File: config.mk
export PLATFORM = sky130hd
export DESIGN_NAME = slfc_port
export DESIGN_NICKNAME = d
export VERILOG_FILES = /design/src/common/slfc_pkg.sv /design/src/hw/slfc_port.sv
export VERILOG_INCLUDE_DIRS = /design/src /design/src/common
export SDC_FILE = /design/constraint.sdc
export NUM_CORES = 1
export LEC_CHECK = 0
export ABC_AREA = 1
export ABC_CLOCK_PERIOD_IN_PS = 3800
export CAP_MARGIN = 10
export CORE_UTILIZATION = 50
export DETAILED_ROUTE_END_ITERATION = 7
export DONT_BUFFER_PORTS = 1
export GPL_TIMING_DRIVEN = 0
export HOLD_SLACK_MARGIN = 0.06
export PLACE_DENSITY = 0.68
export SLEW_MARGIN = 30
export SYNTH_ARGS = -nofsm -noshare
export SYNTH_HDL_FRONTEND = slang
export SYNTH_SLANG_ARGS = --single-unit
File: constraint.sdc
create_clock -name clk -period 3.8 [get_ports clk]
set_input_delay 0.38 -clock clk [delete_from_list [all_inputs] [get_ports clk]]
set_output_delay 0.38 -clock clk [all_outputs]
set_load 0.02 [all_outputs]
File: src/common/slfc_defs.svh
// Purpose: constants for the serial link flow control port
// Assumes: 5-bit sequence tags and 5-bit free buffer report fields
// Notes: timing counts are cycles of the 125 MHz clock
// Behaviour
// receiver-controlled flow control always present; transmitter-controlled mode optional
// receiver-controlled mode drives free_buffer_report all ones in every symbol
// accept error-free packet if priority space exists; send packet-accepted with tag
// packet-accepted releases retained copy and frees its buffer
// rejecting for lack of space enters input retry-stopped immediately
// packet-retry discards named packet and all later ones; resend them
// received packet-retry enters output retry-stopped and sends restart-from-retry
// first packet after restart-from-retry carries the retried tag
// sender may abort packet in flight after receiving retry
// transmitter-controlled mode never reports all ones
// report counts free max-length buffers, saturated at largest reportable value
// may under-report free buffers, never over-report
// counts travel in accepted, retry or status symbols
// send buffer-report symbols at least at the minimum symbol rate
// retry in transmitter-controlled mode still triggers output retry recovery
// input retry-stopped discards rejected packet and ignores later packets
// entering input retry-stopped makes output side send packet-retry with tag
// restart-from-retry leaves input retry-stopped and resumes reception
// output retry-stopped stops new packets and resets acknowledgment timers
// recovery sends restart-from-retry and rewinds to the retried tag
// resume with retried packet, given the tag from the retry symbol
// tags increase, wrap to zero; accept only tag previous plus one mod 32
// use transmitter-controlled mode only when both ends support it
// link-request input-status also clears input retry-stopped
// unacknowledged packets kept in a replay store ordered by tag
`ifndef SLFC_DEFS_SVH
`define SLFC_DEFS_SVH
`define SLFC_TAG_W 5
`define SLFC_BUF_W 5
`define SLFC_PRIO_W 2
`define SLFC_BUF_ALL_ONES 5'h1F
`define SLFC_BUF_MAX 5'h1E
`define SLFC_PRIO_TOP 2'h3
`define SLFC_RX_FIFO_DEPTH 16
`define SLFC_REPLAY_DEPTH 8
`define SLFC_STATUS_PERIOD_CYC 1024
`define SLFC_ACK_TIMEOUT_CYC 100000
`endif

File: src/common/slfc_pkg.sv
// Purpose: types for the serial link flow control port
// Assumes: slfc_defs.svh on the include path
// Notes: symbol kinds are a plain code, states are one-hot
`include "slfc_defs.svh"
package slfc_pkg;
  typedef enum logic [2:0] {
    SYM_ACCEPTED = 3'h0,
    SYM_RETRY = 3'h1,
    SYM_NOT_ACCEPTED = 3'h2,
    SYM_STATUS = 3'h3,
    SYM_RESTART_RETRY = 3'h4,
    SYM_LINK_REQ_STATUS = 3'h5
  } slfc_sym_kind_t;

  typedef struct packed {
    slfc_sym_kind_t kind;
    logic [`SLFC_TAG_W-1:0] acked_sequence_tag;
    logic [`SLFC_BUF_W-1:0] free_buffer_report;
  } slfc_sym_t;

  typedef struct packed {
    logic [`SLFC_TAG_W-1:0] sequence_tag;
    logic [`SLFC_PRIO_W-1:0] prio;
    logic crc_ok;
    logic [31:0] data;
  } slfc_pkt_t;

  typedef struct packed {
    logic [`SLFC_PRIO_W-1:0] prio;
    logic [31:0] data;
  } slfc_word_t;

  typedef enum logic [1:0] {
    IN_RUN = 2'h1,
    IN_RETRY_STOP = 2'h2
  } slfc_in_state_t;

  typedef enum logic [1:0] {
    OUT_RUN = 2'h1,
    OUT_RETRY_STOP = 2'h2
  } slfc_out_state_t;
endpackage : slfc_pkg

File: src/hw/slfc_port.sv
// Purpose: link-level flow control for one port of a serial packet link
// Assumes: one clock; link symbols and packets arrive as single-beat handshakes
// Notes: contains the receive fifo and the port top
`timescale 1ns/10ps
`default_nettype none
`include "slfc_defs.svh"

module slfc_fifo #(
  parameter int W = 34,
  parameter int DEPTH = 16
) (
  input wire logic clk,
  input wire logic reset,
  input wire logic in_valid,
  output logic in_ready,
  input wire logic [W-1:0] in_data,
  output logic out_valid,
  input wire logic out_ready,
  output logic [W-1:0] out_data,
  output logic [$clog2(DEPTH+1)-1:0] count
);
  localparam int AW = $clog2(DEPTH);
  localparam int CW = $clog2(DEPTH+1);
  logic [W-1:0] mem [DEPTH];
  logic [AW-1:0] wr_ptr;
  logic [AW-1:0] rd_ptr;
  logic push;
  logic pop;

  assign in_ready = (count != CW'(DEPTH));
  assign out_valid = (count != '0);
  assign push = in_valid && in_ready;
  assign pop = out_valid && out_ready;
  assign out_data = mem[rd_ptr];

  always_ff @(posedge clk) begin
    if (push) begin
      mem[wr_ptr] <= in_data;
    end
  end

  always_ff @(posedge clk or posedge reset) begin
    if (reset) begin
      wr_ptr <= '0;
      rd_ptr <= '0;
      count <= '0;
    end else begin
      if (push) begin
        wr_ptr <= (wr_ptr == AW'(DEPTH-1)) ? '0 : wr_ptr + AW'(1);
      end
      if (pop) begin
        rd_ptr <= (rd_ptr == AW'(DEPTH-1)) ? '0 : rd_ptr + AW'(1);
      end
      if (push && !pop) begin
        count <= count + CW'(1);
      end else if (pop && !push) begin
        count <= count - CW'(1);
      end
    end
  end
endmodule : slfc_fifo

module slfc_port #(
  parameter bit TX_CTL_SUPPORT = 1'b1,
  parameter int RX_DEPTH = `SLFC_RX_FIFO_DEPTH,
  parameter int REPLAY_DEPTH = `SLFC_REPLAY_DEPTH,
  parameter int STATUS_PERIOD = `SLFC_STATUS_PERIOD_CYC,
  parameter int ACK_TIMEOUT = `SLFC_ACK_TIMEOUT_CYC
) (
  input wire logic clk,
  input wire logic reset,
  input wire logic rx_pkt_valid,
  output logic rx_pkt_ready,
  input wire slfc_pkg::slfc_pkt_t rx_pkt,
  input wire logic rx_sym_valid,
  input wire slfc_pkg::slfc_sym_t rx_sym,
  output logic tx_sym_valid,
  input wire logic tx_sym_ready,
  output slfc_pkg::slfc_sym_t tx_sym,
  output logic tx_pkt_valid,
  input wire logic tx_pkt_ready,
  output slfc_pkg::slfc_pkt_t tx_pkt,
  output logic tx_pkt_abort,
  input wire logic usr_tx_valid,
  output logic usr_tx_ready,
  input wire slfc_pkg::slfc_word_t usr_tx,
  output logic usr_rx_valid,
  input wire logic usr_rx_ready,
  output slfc_pkg::slfc_word_t usr_rx,
  output logic tx_ctl_mode,
  output logic in_retry_stopped,
  output logic out_retry_stopped,
  output logic ack_timeout
);
  import slfc_pkg::*;

  localparam int TW = `SLFC_TAG_W;
  localparam int RA = $clog2(REPLAY_DEPTH);
  localparam int CW = $clog2(RX_DEPTH+1);
  localparam int SW = $clog2(STATUS_PERIOD+1);
  localparam int AW = $clog2(ACK_TIMEOUT+1);

  slfc_in_state_t in_state;
  slfc_out_state_t out_state;

  // receive side
  logic [TW-1:0] rx_exp_tag;
  logic [CW-1:0] rx_count;
  logic [CW:0] rx_free;
  logic rx_space;
  logic fifo_in_valid;
  logic fifo_in_ready;
  logic rx_take;
  logic rx_good;
  logic rx_accept;
  logic rx_reject;
  logic restart_in;
  logic [`SLFC_BUF_W-1:0] report;

  // symbol scheduling
  logic pend_acc;
  logic [TW-1:0] pend_acc_tag;
  logic pend_retry;
  logic [TW-1:0] pend_retry_tag;
  logic pend_restart;
  logic pend_status;
  logic sym_load;
  logic [SW-1:0] status_cnt;

  // transmit side
  slfc_word_t replay [REPLAY_DEPTH];
  logic [TW-1:0] ack_tag;
  logic [TW-1:0] send_tag;
  logic [TW-1:0] wr_tag;
  logic [TW-1:0] in_store;
  logic retry_in;
  logic accepted_in;
  logic pkt_load;
  logic [AW-1:0] ack_cnt;

  assign in_retry_stopped = (in_state == IN_RETRY_STOP);
  assign out_retry_stopped = (out_state == OUT_RETRY_STOP);

  // priority-level space: each lower priority leaves one more slot free
  assign rx_free = (CW+1)'(RX_DEPTH) - {1'b0, rx_count};
  assign rx_space = rx_free > (CW+1)'(`SLFC_PRIO_TOP - rx_pkt.prio);
  assign rx_pkt_ready = !pend_acc && !pend_retry;
  assign rx_take = rx_pkt_valid && rx_pkt_ready;
  assign rx_good = rx_take && (in_state == IN_RUN) && rx_pkt.crc_ok
    && (rx_pkt.sequence_tag == rx_exp_tag);
  assign rx_accept = rx_good && rx_space && fifo_in_ready;
  assign rx_reject = rx_good && !(rx_space && fifo_in_ready);
  assign fifo_in_valid = rx_accept;
  assign restart_in = rx_sym_valid
    && (rx_sym.kind == SYM_RESTART_RETRY || rx_sym.kind == SYM_LINK_REQ_STATUS);

  slfc_fifo #(
    .W($bits(slfc_word_t)),
    .DEPTH(RX_DEPTH)
  ) u_rx_fifo (
    .clk(clk),
    .reset(reset),
    .in_valid(fifo_in_valid),
    .in_ready(fifo_in_ready),
    .in_data({rx_pkt.prio, rx_pkt.data}),
    .out_valid(usr_rx_valid),
    .out_ready(usr_rx_ready),
    .out_data(usr_rx),
    .count(rx_count)
  );

  // input retry-stopped machine
  always_ff @(posedge clk or posedge reset) begin
    if (reset) begin
      in_state <= IN_RUN;
      rx_exp_tag <= '0;
    end else begin
      case (in_state)
        IN_RUN: begin
          if (rx_accept) begin
            rx_exp_tag <= rx_exp_tag + TW'(1);
          end
          if (rx_reject) begin
            in_state <= IN_RETRY_STOP;
          end
        end
        IN_RETRY_STOP: begin
          // packets are dropped here by rx_good being low R16
          if (restart_in) begin
            in_state <= IN_RUN;
          end
        end
        default: begin
          in_state <= IN_RUN;
        end
      endcase
    end
  end

  // flow control mode follows what the partner advertises
  always_ff @(posedge clk or posedge reset) begin
    if (reset) begin
      tx_ctl_mode <= 1'b0;
    end else if (rx_sym_valid && rx_sym.kind == SYM_STATUS) begin
      tx_ctl_mode <= TX_CTL_SUPPORT
        && (rx_sym.free_buffer_report != `SLFC_BUF_ALL_ONES);
    end
  end

  // free buffer report: all ones in receiver-controlled mode, else never exceeds actual free slots R12
  always_comb begin
    if (!tx_ctl_mode) begin
      report = `SLFC_BUF_ALL_ONES;
    end else if (rx_free > (CW+1)'(`SLFC_BUF_MAX)) begin
      report = `SLFC_BUF_MAX;
    end else begin
      report = `SLFC_BUF_W'(rx_free);
    end
  end

  // symbol output register, one symbol at a time
  assign sym_load = (!tx_sym_valid || tx_sym_ready)
    && (pend_retry || pend_restart || pend_acc || pend_status);

  always_ff @(posedge clk or posedge reset) begin
    if (reset) begin
      tx_sym_valid <= 1'b0;
      tx_sym <= '{kind: SYM_STATUS, acked_sequence_tag: '0, free_buffer_report: '1};
    end else if (sym_load) begin
      tx_sym_valid <= 1'b1;
      tx_sym.free_buffer_report <= report;
      if (pend_retry) begin
        tx_sym.kind <= SYM_RETRY;
        tx_sym.acked_sequence_tag <= pend_retry_tag;
      end else if (pend_restart) begin
        tx_sym.kind <= SYM_RESTART_RETRY;
        tx_sym.acked_sequence_tag <= send_tag;
      end else if (pend_acc) begin
        tx_sym.kind <= SYM_ACCEPTED;
        tx_sym.acked_sequence_tag <= pend_acc_tag;
      end else begin
        tx_sym.kind <= SYM_STATUS;
        tx_sym.acked_sequence_tag <= rx_exp_tag;
      end
    end else if (tx_sym_ready) begin
      tx_sym_valid <= 1'b0;
    end
  end

  // pending symbol flags; a set in the same cycle wins over the clear
  always_ff @(posedge clk or posedge reset) begin
    if (reset) begin
      pend_retry <= 1'b0;
      pend_retry_tag <= '0;
      pend_restart <= 1'b0;
      pend_acc <= 1'b0;
      pend_acc_tag <= '0;
    end else begin
      if (sym_load) begin
        if (pend_retry) begin
          pend_retry <= 1'b0;
        end else if (pend_restart) begin
          pend_restart <= 1'b0;
        end else if (pend_acc) begin
          pend_acc <= 1'b0;
        end
      end
      if (rx_reject) begin
        pend_retry <= 1'b1;
        pend_retry_tag <= rx_pkt.sequence_tag;
      end
      if (retry_in) begin
        pend_restart <= 1'b1;
      end
      if (rx_accept) begin
        pend_acc <= 1'b1;
        pend_acc_tag <= rx_pkt.sequence_tag;
      end
    end
  end

  // periodic status so the report is never older than the period
  always_ff @(posedge clk or posedge reset) begin
    if (reset) begin
      status_cnt <= '0;
      pend_status <= 1'b0;
    end else if (sym_load) begin
      status_cnt <= '0;
      pend_status <= 1'b0;
    end else if (status_cnt == SW'(STATUS_PERIOD)) begin
      pend_status <= 1'b1;
    end else begin
      status_cnt <= status_cnt + SW'(1);
    end
  end

  // transmit side: replay store indexed by tag R25
  assign retry_in = rx_sym_valid && rx_sym.kind == SYM_RETRY;
  assign accepted_in = rx_sym_valid && rx_sym.kind == SYM_ACCEPTED
    && rx_sym.acked_sequence_tag == ack_tag && ack_tag != send_tag;
  assign in_store = wr_tag - ack_tag;
  assign usr_tx_ready = in_store < TW'(REPLAY_DEPTH);
  assign pkt_load = (out_state == OUT_RUN) && !retry_in
    && (!tx_pkt_valid || tx_pkt_ready) && (send_tag != wr_tag);

  always_ff @(posedge clk) begin
    if (usr_tx_valid && usr_tx_ready) begin
      replay[wr_tag[RA-1:0]] <= usr_tx;
    end
  end

  always_ff @(posedge clk or posedge reset) begin
    if (reset) begin
      wr_tag <= '0;
      ack_tag <= '0;
    end else begin
      if (usr_tx_valid && usr_tx_ready) begin
        wr_tag <= wr_tag + TW'(1);
      end
      if (accepted_in) begin
        ack_tag <= ack_tag + TW'(1);
      end
    end
  end

  // output retry-stopped machine
  always_ff @(posedge clk or posedge reset) begin
    if (reset) begin
      out_state <= OUT_RUN;
      send_tag <= '0;
    end else begin
      case (out_state)
        OUT_RUN: begin
          if (retry_in) begin
            out_state <= OUT_RETRY_STOP;
            send_tag <= rx_sym.acked_sequence_tag;
          end else if (pkt_load) begin
            send_tag <= send_tag + TW'(1);
          end
        end
        OUT_RETRY_STOP: begin
          if (retry_in) begin
            send_tag <= rx_sym.acked_sequence_tag;
          end else if (!pend_restart) begin
            out_state <= OUT_RUN;
          end
        end
        default: begin
          out_state <= OUT_RUN;
        end
      endcase
    end
  end

  // packet output register; a retry drops the packet still offered
  always_ff @(posedge clk or posedge reset) begin
    if (reset) begin
      tx_pkt_valid <= 1'b0;
      tx_pkt <= '0;
      tx_pkt_abort <= 1'b0;
    end else begin
      tx_pkt_abort <= retry_in && tx_pkt_valid && !tx_pkt_ready;
      if (retry_in) begin
        tx_pkt_valid <= 1'b0;
      end else if (pkt_load) begin
        tx_pkt_valid <= 1'b1;
        tx_pkt.sequence_tag <= send_tag;
        tx_pkt.prio <= replay[send_tag[RA-1:0]].prio;
        tx_pkt.data <= replay[send_tag[RA-1:0]].data;
        tx_pkt.crc_ok <= 1'b1;
      end else if (tx_pkt_ready) begin
        tx_pkt_valid <= 1'b0;
      end
    end
  end

  // acknowledgment timer for the oldest unaccepted packet
  always_ff @(posedge clk or posedge reset) begin
    if (reset) begin
      ack_cnt <= '0;
      ack_timeout <= 1'b0;
    end else begin
      ack_timeout <= 1'b0;
      if (retry_in || accepted_in || out_state != OUT_RUN || ack_tag == send_tag) begin
        ack_cnt <= '0;
      end else if (ack_cnt == AW'(ACK_TIMEOUT)) begin
        ack_timeout <= 1'b1;
        ack_cnt <= '0;
      end else begin
        ack_cnt <= ack_cnt + AW'(1);
      end
    end
  end
endmodule : slfc_port
`default_nettype wire

==> results of run 1 <==
## what timing repair did
| item | CTS | global route |
|---|---|---|
| endpoints found under the setup margin | 0 | 7 |
| gates resized for setup | 0 | 4 |
| hold endpoints to repair | 899 | 0 |
| hold buffers | 92 | 0 |
## power by group
| part | internal, W | switching, W | total (W) |
|---|---|---|---|
| clock | 0.00568 | 0.00409 | 0.00978 |
| combinational | 0.00291 | 0.00784 | 0.0107 |
| sequential | 0.0119 | 0.000753 | 0.0127 |
| total | 0.0205 | 0.0127 | 0.0332 |
## worst max-delay path: stages (launching register included)
cell	delay, ps
dfrtp_1	390
clkinv_1	350
nor2_2	500
clkbuf_1	730
nand2_1	190
nand3_1	370
## layer usage
metal,vias to the layer above,GRT usage,wire (µm)
met3,220,0.04830,8666
met2,1184,0.4299,49720
met4,6,0.09738,3462
li1,12153,-,-
met1,13017,0.3468,41620
met5,-,0,41
## path summary, 6_finish.rpt
path,start,to,slack (ps),depth (start not counted)
worst max register to register,u_rx_fifo.count[0],u_rx_fifo.count[4],370,18
min in group asynchronous,reset,tx_ctl_mode,190,2
worst max-delay path,u_rx_fifo.rd_ptr[3],usr_rx[29],230,5
worst min-delay path,rx_sym[12],in_state[1],90,3
worst min register to register,pend_acc_tag[0],pend_acc_tag[0],490,2
max in group asynchronous,reset,tx_pkt[18],2640,5
## cells in the final DEF, fill, tap and decap left out, types with 70 or more instances in the layout
master and n:
clkbuf_16 98, edfxtp_1 816, nand2_1 411, clkbuf_1 102, dfrtp_1 126, o21ai_0 449, o22ai_1 98, o211ai_1 110
nor2_1 591, dlygate4sd3_1 92, inv_1 105, buf_2 70, nand3_1 151
## cell families (layout without fill, tap and decap cells)
logic type               after synthesis  after routing  share of synthesized area
other                                  0              4                          0
AO/OA/AOI/OAI                        701            701                     0.1007
AND/OR/NAND/NOR                     1254           1254                     0.1317
XOR/XNOR                              32             32                   0.007197
buffers and inverters                297            614                    0.03338
flip-flops                           953            953                     0.7176
adder cells (fa/ha/maj)               29             29                   0.009511
## per-stage QoR
step | setup TNS [ps] | cells
finish | 0 | 4617
global route | 0 | 4616
CTS | 0 | 4613
detailed placement | 0 | 4341
global placement | -1177910 | 4296
floorplan | 0 | 3266
## registers in the layout (all words and copies together) (netlist names), 2 cells and up
register and count:
u_rx_fifo.count 5, out_state 2, tx_sym 13, u_rx_fifo.rd_ptr 4, u_rx_fifo.mem 544, pend_acc_tag 5, u_rx_fifo.wr_ptr 4, in_state 2
replay 272, pend_retry_tag 5, ack_cnt 17, wr_tag 5, tx_pkt 40, send_tag 5, status_cnt 11, ack_tag 5
rx_exp_tag 5
## cell type report
| type | count | area (µm²) |
|---|---|---|
| multi-input cells | 2016 | 9886 |
| diodes | 4 | 10.01 |
| repair buffers | 137 | 2097 |
| fillers | 5913 | 30600 |
| flip-flops and latches | 953 | 27950 |
| inverters | 118 | 446.7 |
| clock inverters | 57 | 700.7 |
| well taps | 1030 | 1289 |
| clock buffers | 123 | 2620 |
| plain buffers | 179 | 857.1 |
==> run_results.csv, run 1 <==
group,metric,value,unit
sta,relSlewSlack,0.3981,
finish,nets,3625,
cts,clock_path_buffers,3,
flow_run,cap_viol_max_count,0,
placed_design,place_congestion,0.8504,
die,initial_core_util,0.5093,
finish,stdcell_area,45850,µm²
placed_design,portBuffers,0,
yosys,synth-seq-cells,953,
yosys,ys_types,40,
cts,htree_levels,3,
cts,cts_tree,"yes",
cts,clkSinkCount,953,
placed_design,placed_area,41590,µm²
setup_path,cp_data_arrival_time,3190,ps
die,io_pins,192,
yosys,yosys_warnings,0,
sta,fin_skew,65.32,ps
setup_path,crit_fanout,10,
yosys,synth_cells,3266,
die,core,76450,µm²
yosys,synth_top_area_frac,0.6292,
routing,routed_via_density,5.757,
sta,finalSetupViolations,0,
die,fp.dieArea,79000,µm²
global_routing,grt_pass1_vias,25833,
routing,first_pass_iters,6,
setup_path,end_kind,"output pin",
placed_design,hpwl,67980,µm
yosys,async_reset_ff_frac,0.1438,
yosys,synth_common_cells,"816 x edfxtp_1, 616 x nor2_1, 449 x o21ai_0, 411 x nand2_1, 151 x nand3_1",
sta,fin_ws,232.3,ps
die,die_y,281.1,µm
routing,routedWlPerCell,22.42,µm
finish,final_core_util,0.5997,
cts,cts_setup_buffers,0,
routing,drtIter0Drc,2827,
global_routing,track_usage,0.2616,
global_routing,overflow,0,
status,status,"completed",
cts,root_buffer,"clkbuf_16",
setup_path,path_class,"reg -> out",
power_and_ir_drop,power,0.03318,W
min_path,hold_class,"in -> reg",
die,chipWidth,281.1,µm
cts,insertion_delay,690,ps
yosys,synthFlopType,"edfxtp_1",
global_routing,grt_pass1_wl,154200,µm
sta,rsz0062_at_grt,"false",
placed_design,preCtsSetupSlack,237.3,ps
sta,hold_slack,92.79,ps
yosys,synth_top_area_cell,"edfxtp_1",
yosys,synth_fp_nets,3390,
yosys,synth_area,38940,µm²
finish,drive_gt1_frac,0.09768,
sta,min_period,3568,ps
setup_path,crit_path_start_kind,"flop",
routing,finalWirelength,103500,µm
yosys,ys_seq_area_frac,0.7176,
power_and_ir_drop,irDropWorstVdd,0.4986,mV
cts,clk_pin_slew,60,ps
yosys,synth_most_common_cell,"edfxtp_1",
sta,fmax,0.2803,GHz
power_and_ir_drop,p_leak,16.16,nW
routing,ant_nets,0,
yosys,synthTopCellsByArea,"edfxtp_1 63%, dfrtp_1 8.2%, nor2_1 5.9%",
power_and_ir_drop,pwr_density_cell,723.6,nW/µm²
routing,drc,0,
yosys,syn_area_per_cell,11.92,µm²
global_routing,antenna_found_initial,6,
routing,num_vias,26580,
sta,worst_pin_slew,902.9,ps
cts,cts_buffers,96,
finish,area_growth,17.75,%
die,num_rows,101,
sta,drv_slew,0,
sta,hold_viol,0,
global_routing,grt_max_degree,29,
setup_path,worstPathRequired,3420,ps
sta,min_period_over_period,0.9389,
yosys,synth-edff-count,816,
Power figures use the tool's default switching activity.
==> inputs of run 2 (changes only) <==
--- a/config.mk
+++ b/config.mk
@@ -8,11 +8,10 @@
 export LEC_CHECK = 0
 export ABC_AREA = 1
 export ABC_CLOCK_PERIOD_IN_PS = 3800
-export CAP_MARGIN = 10
 export CORE_UTILIZATION = 50
 export DETAILED_ROUTE_END_ITERATION = 7
 export DONT_BUFFER_PORTS = 1
-export GPL_TIMING_DRIVEN = 0
+export GPL_TIMING_DRIVEN = 1
 export HOLD_SLACK_MARGIN = 0.06
 export PLACE_DENSITY = 0.68
 export SLEW_MARGIN = 30
==> run_results.csv, run 2 (synthesis results as in run 1) <==
group,metric,value,unit
status,status,"completed",
sta,fmax,0.2793,GHz
routing,ant_nets,0,
finish,largest_reg_flops,544,
routing,routed_via_density,5.765,
min_path,min-delay-start,"rx_pkt_valid",
die,initial_core_util,0.5093,
cts,post_cts_resized,0,
setup_path,cpPeakStageDelay,610,ps
cts,clkSinkCount,953,
power_and_ir_drop,pwr_density_cell,716.5,nW/µm²
sta,hold_slack,94.34,ps
cts,insertion_delay,680,ps
sta,relSlewSlack,0.3704,
sta,hold_viol,0,
finish,area_growth,13.89,%
global_routing,antenna_found_initial,12,
die,die_y,281.1,µm
finish,nFillCells,5963,
die,io_pins,192,
sta,finalSetupViolations,0,
setup_path,end_kind,"output pin",
setup_path,crit_path_start_kind,"flop",
placed_design,placed_area,40190,µm²
finish,drive_gt1_frac,0.07980,
routing,first_pass_iters,5,
setup_path,crit_start,"u_rx_fifo.rd_ptr[0]",
global_routing,grt_pass1_vias,25643,
power_and_ir_drop,irDropWorstVdd,0.5954,mV
sta,min_period,3580,ps
die,fp.dieArea,79000,µm²
sta,worst_pin_slew,938.5,ps
placed_design,hpwl,56480,µm
global_routing,overflow,0,
setup_path,worstPathRequired,3420,ps
sta,rsz0062_at_grt,"false",
global_routing,track_usage,0.2444,
routing,drtIter0Drc,2538,
sta,fin_skew,56.49,ps
die,chipWidth,281.1,µm
setup_path,crit_fanout,65,
power_and_ir_drop,power,0.03178,W
placed_design,place_congestion,0.8700,
global_routing,grt_pass1_wl,147700,µm
cts,cts_buffers,96,
finish,final_common_cell,"edfxtp_1",
die,core,76450,µm²
finish,mostFrequentLayoutCells,"816 x edfxtp_1, 591 x nor2_1, 449 x o21ai_0",
global_routing,grt_max_degree,165,
routing,drc,0,
cts,htree_levels,3,
routing,num_vias,25712,
placed_design,portBuffers,0,
min_path,hold_class,"in -> reg",
finish,largest-register,"u_rx_fifo.mem",
sta,drv_slew,0,
die,num_rows,101,
setup_path,path_class,"reg -> out",
flow_run,cap_viol_max_count,0,
setup_path,cp_data_arrival_time,3200,ps
cts,clk_pin_slew,60,ps
setup_path,rr_startpoint,"u_rx_fifo.count[0]",
cts,cts_setup_buffers,0,
sta,setup-tns-final,0,ps
setup_path,worstPathCellList,"buf_4, buf_4, o21ai_0, o211ai_1, nand3_1, nand3_1",
sta,min_period_over_period,0.9421,
finish,final_core_util,0.5801,
setup_path,cpMaxStageDelayCell,"buf_4",
cts,clock_path_buffers,3,
finish,nets,3461,
finish,stdcell_area,44350,µm²
power_and_ir_drop,p_leak,15.48,nW
routing,finalWirelength,96120,µm
cts,cts_tree,"yes",
routing,routedWlPerCell,21.55,µm
cts,root_buffer,"clkbuf_16",
[run 2: changes by cell type in the layout (fill, tap and decap cells not counted), moves of 5 or more]
cell,delta
clkinv_1,+7
buf_1,-7
buf_2,-70
buf_12,+8
buf_6,-9
buf_4,+40
diode_2,+5
clkbuf_1,-82
buf_16,-38
[run 2: per-layer routing]
metal	wire, µm	track usage
met2	48330	0.4166
met5	47	0
met3	6227	0.04148
met1	37990	0.3081
met4	3525	0.1041
[run 2: layout make-up]
class / instances / area, µm² / share of cell area
antenna: 9 / 22.52 / 0.0005078
clock buffer: 119 / 2519 / 0.05679
clock inverter: 63 / 691.9 / 0.01560
inverter: 118 / 454.2 / 0.01024
multi-input combinational: 2016 / 9886 / 0.2229
sequential: 953 / 27960 / 0.6304
tap: 1030 / 1289 / 0.02906
timing repair buffer: 152 / 1531 / 0.03453
[run 2: worst paths after layout]
| kind | endpoint | slack (ps) | cells past startpoint |
|---|---|---|---|
| worst max-delay path | usr_rx[10] | 220 | 6 |
| worst min register to register | pend_acc_tag[2] | 480 | 2 |
| max in group asynchronous | in_state[0] | 2670 | 4 |
| min in group asynchronous | tx_sym[9] | 240 | 2 |
| worst min-delay path | rx_exp_tag[4] | 90 | 4 |
| worst max register to register | u_rx_fifo.mem[2][24] | 440 | 14 |
[run 2: what timing repair did]
action	4_1_cts	5_1_grt
hold endpoints to repair	880	0
hold buffers	91	0
setup endpoints to repair	0	0
[run 2: metrics by stage]
step / cells / setup WS, ps
2_1_floorplan: 3266 / 61.83
3_3_place_gp: 4177 / 511.4
3_5_place_dp: 4177 / 457.3
4_1_cts: 4450 / 252.4
5_1_grt: 4458 / 52.33
6_report: 4460 / 220.0
[run 2: worst max-delay path, delay by kind of cell (launching register included)]
family / cells / cell delay (ps)
AOI/OAI and AO/OA: 2 / 450
DFF: 1 / 460
buffers and inverters: 2 / 1050
and+or+nand+nor: 2 / 570
[run 2: report_power, final]
group / internal [W] / leakage (nW) / switching [W] / total (W)
Sequential: 0.0119 / 9.08 / 0.000850 / 0.0128
Combinational: 0.00263 / 4.86 / 0.00692 / 0.00955
Clock: 0.00544 / 1.55 / 0.00403 / 0.00947
Total: 0.0200 / 15.5 / 0.0118 / 0.0318
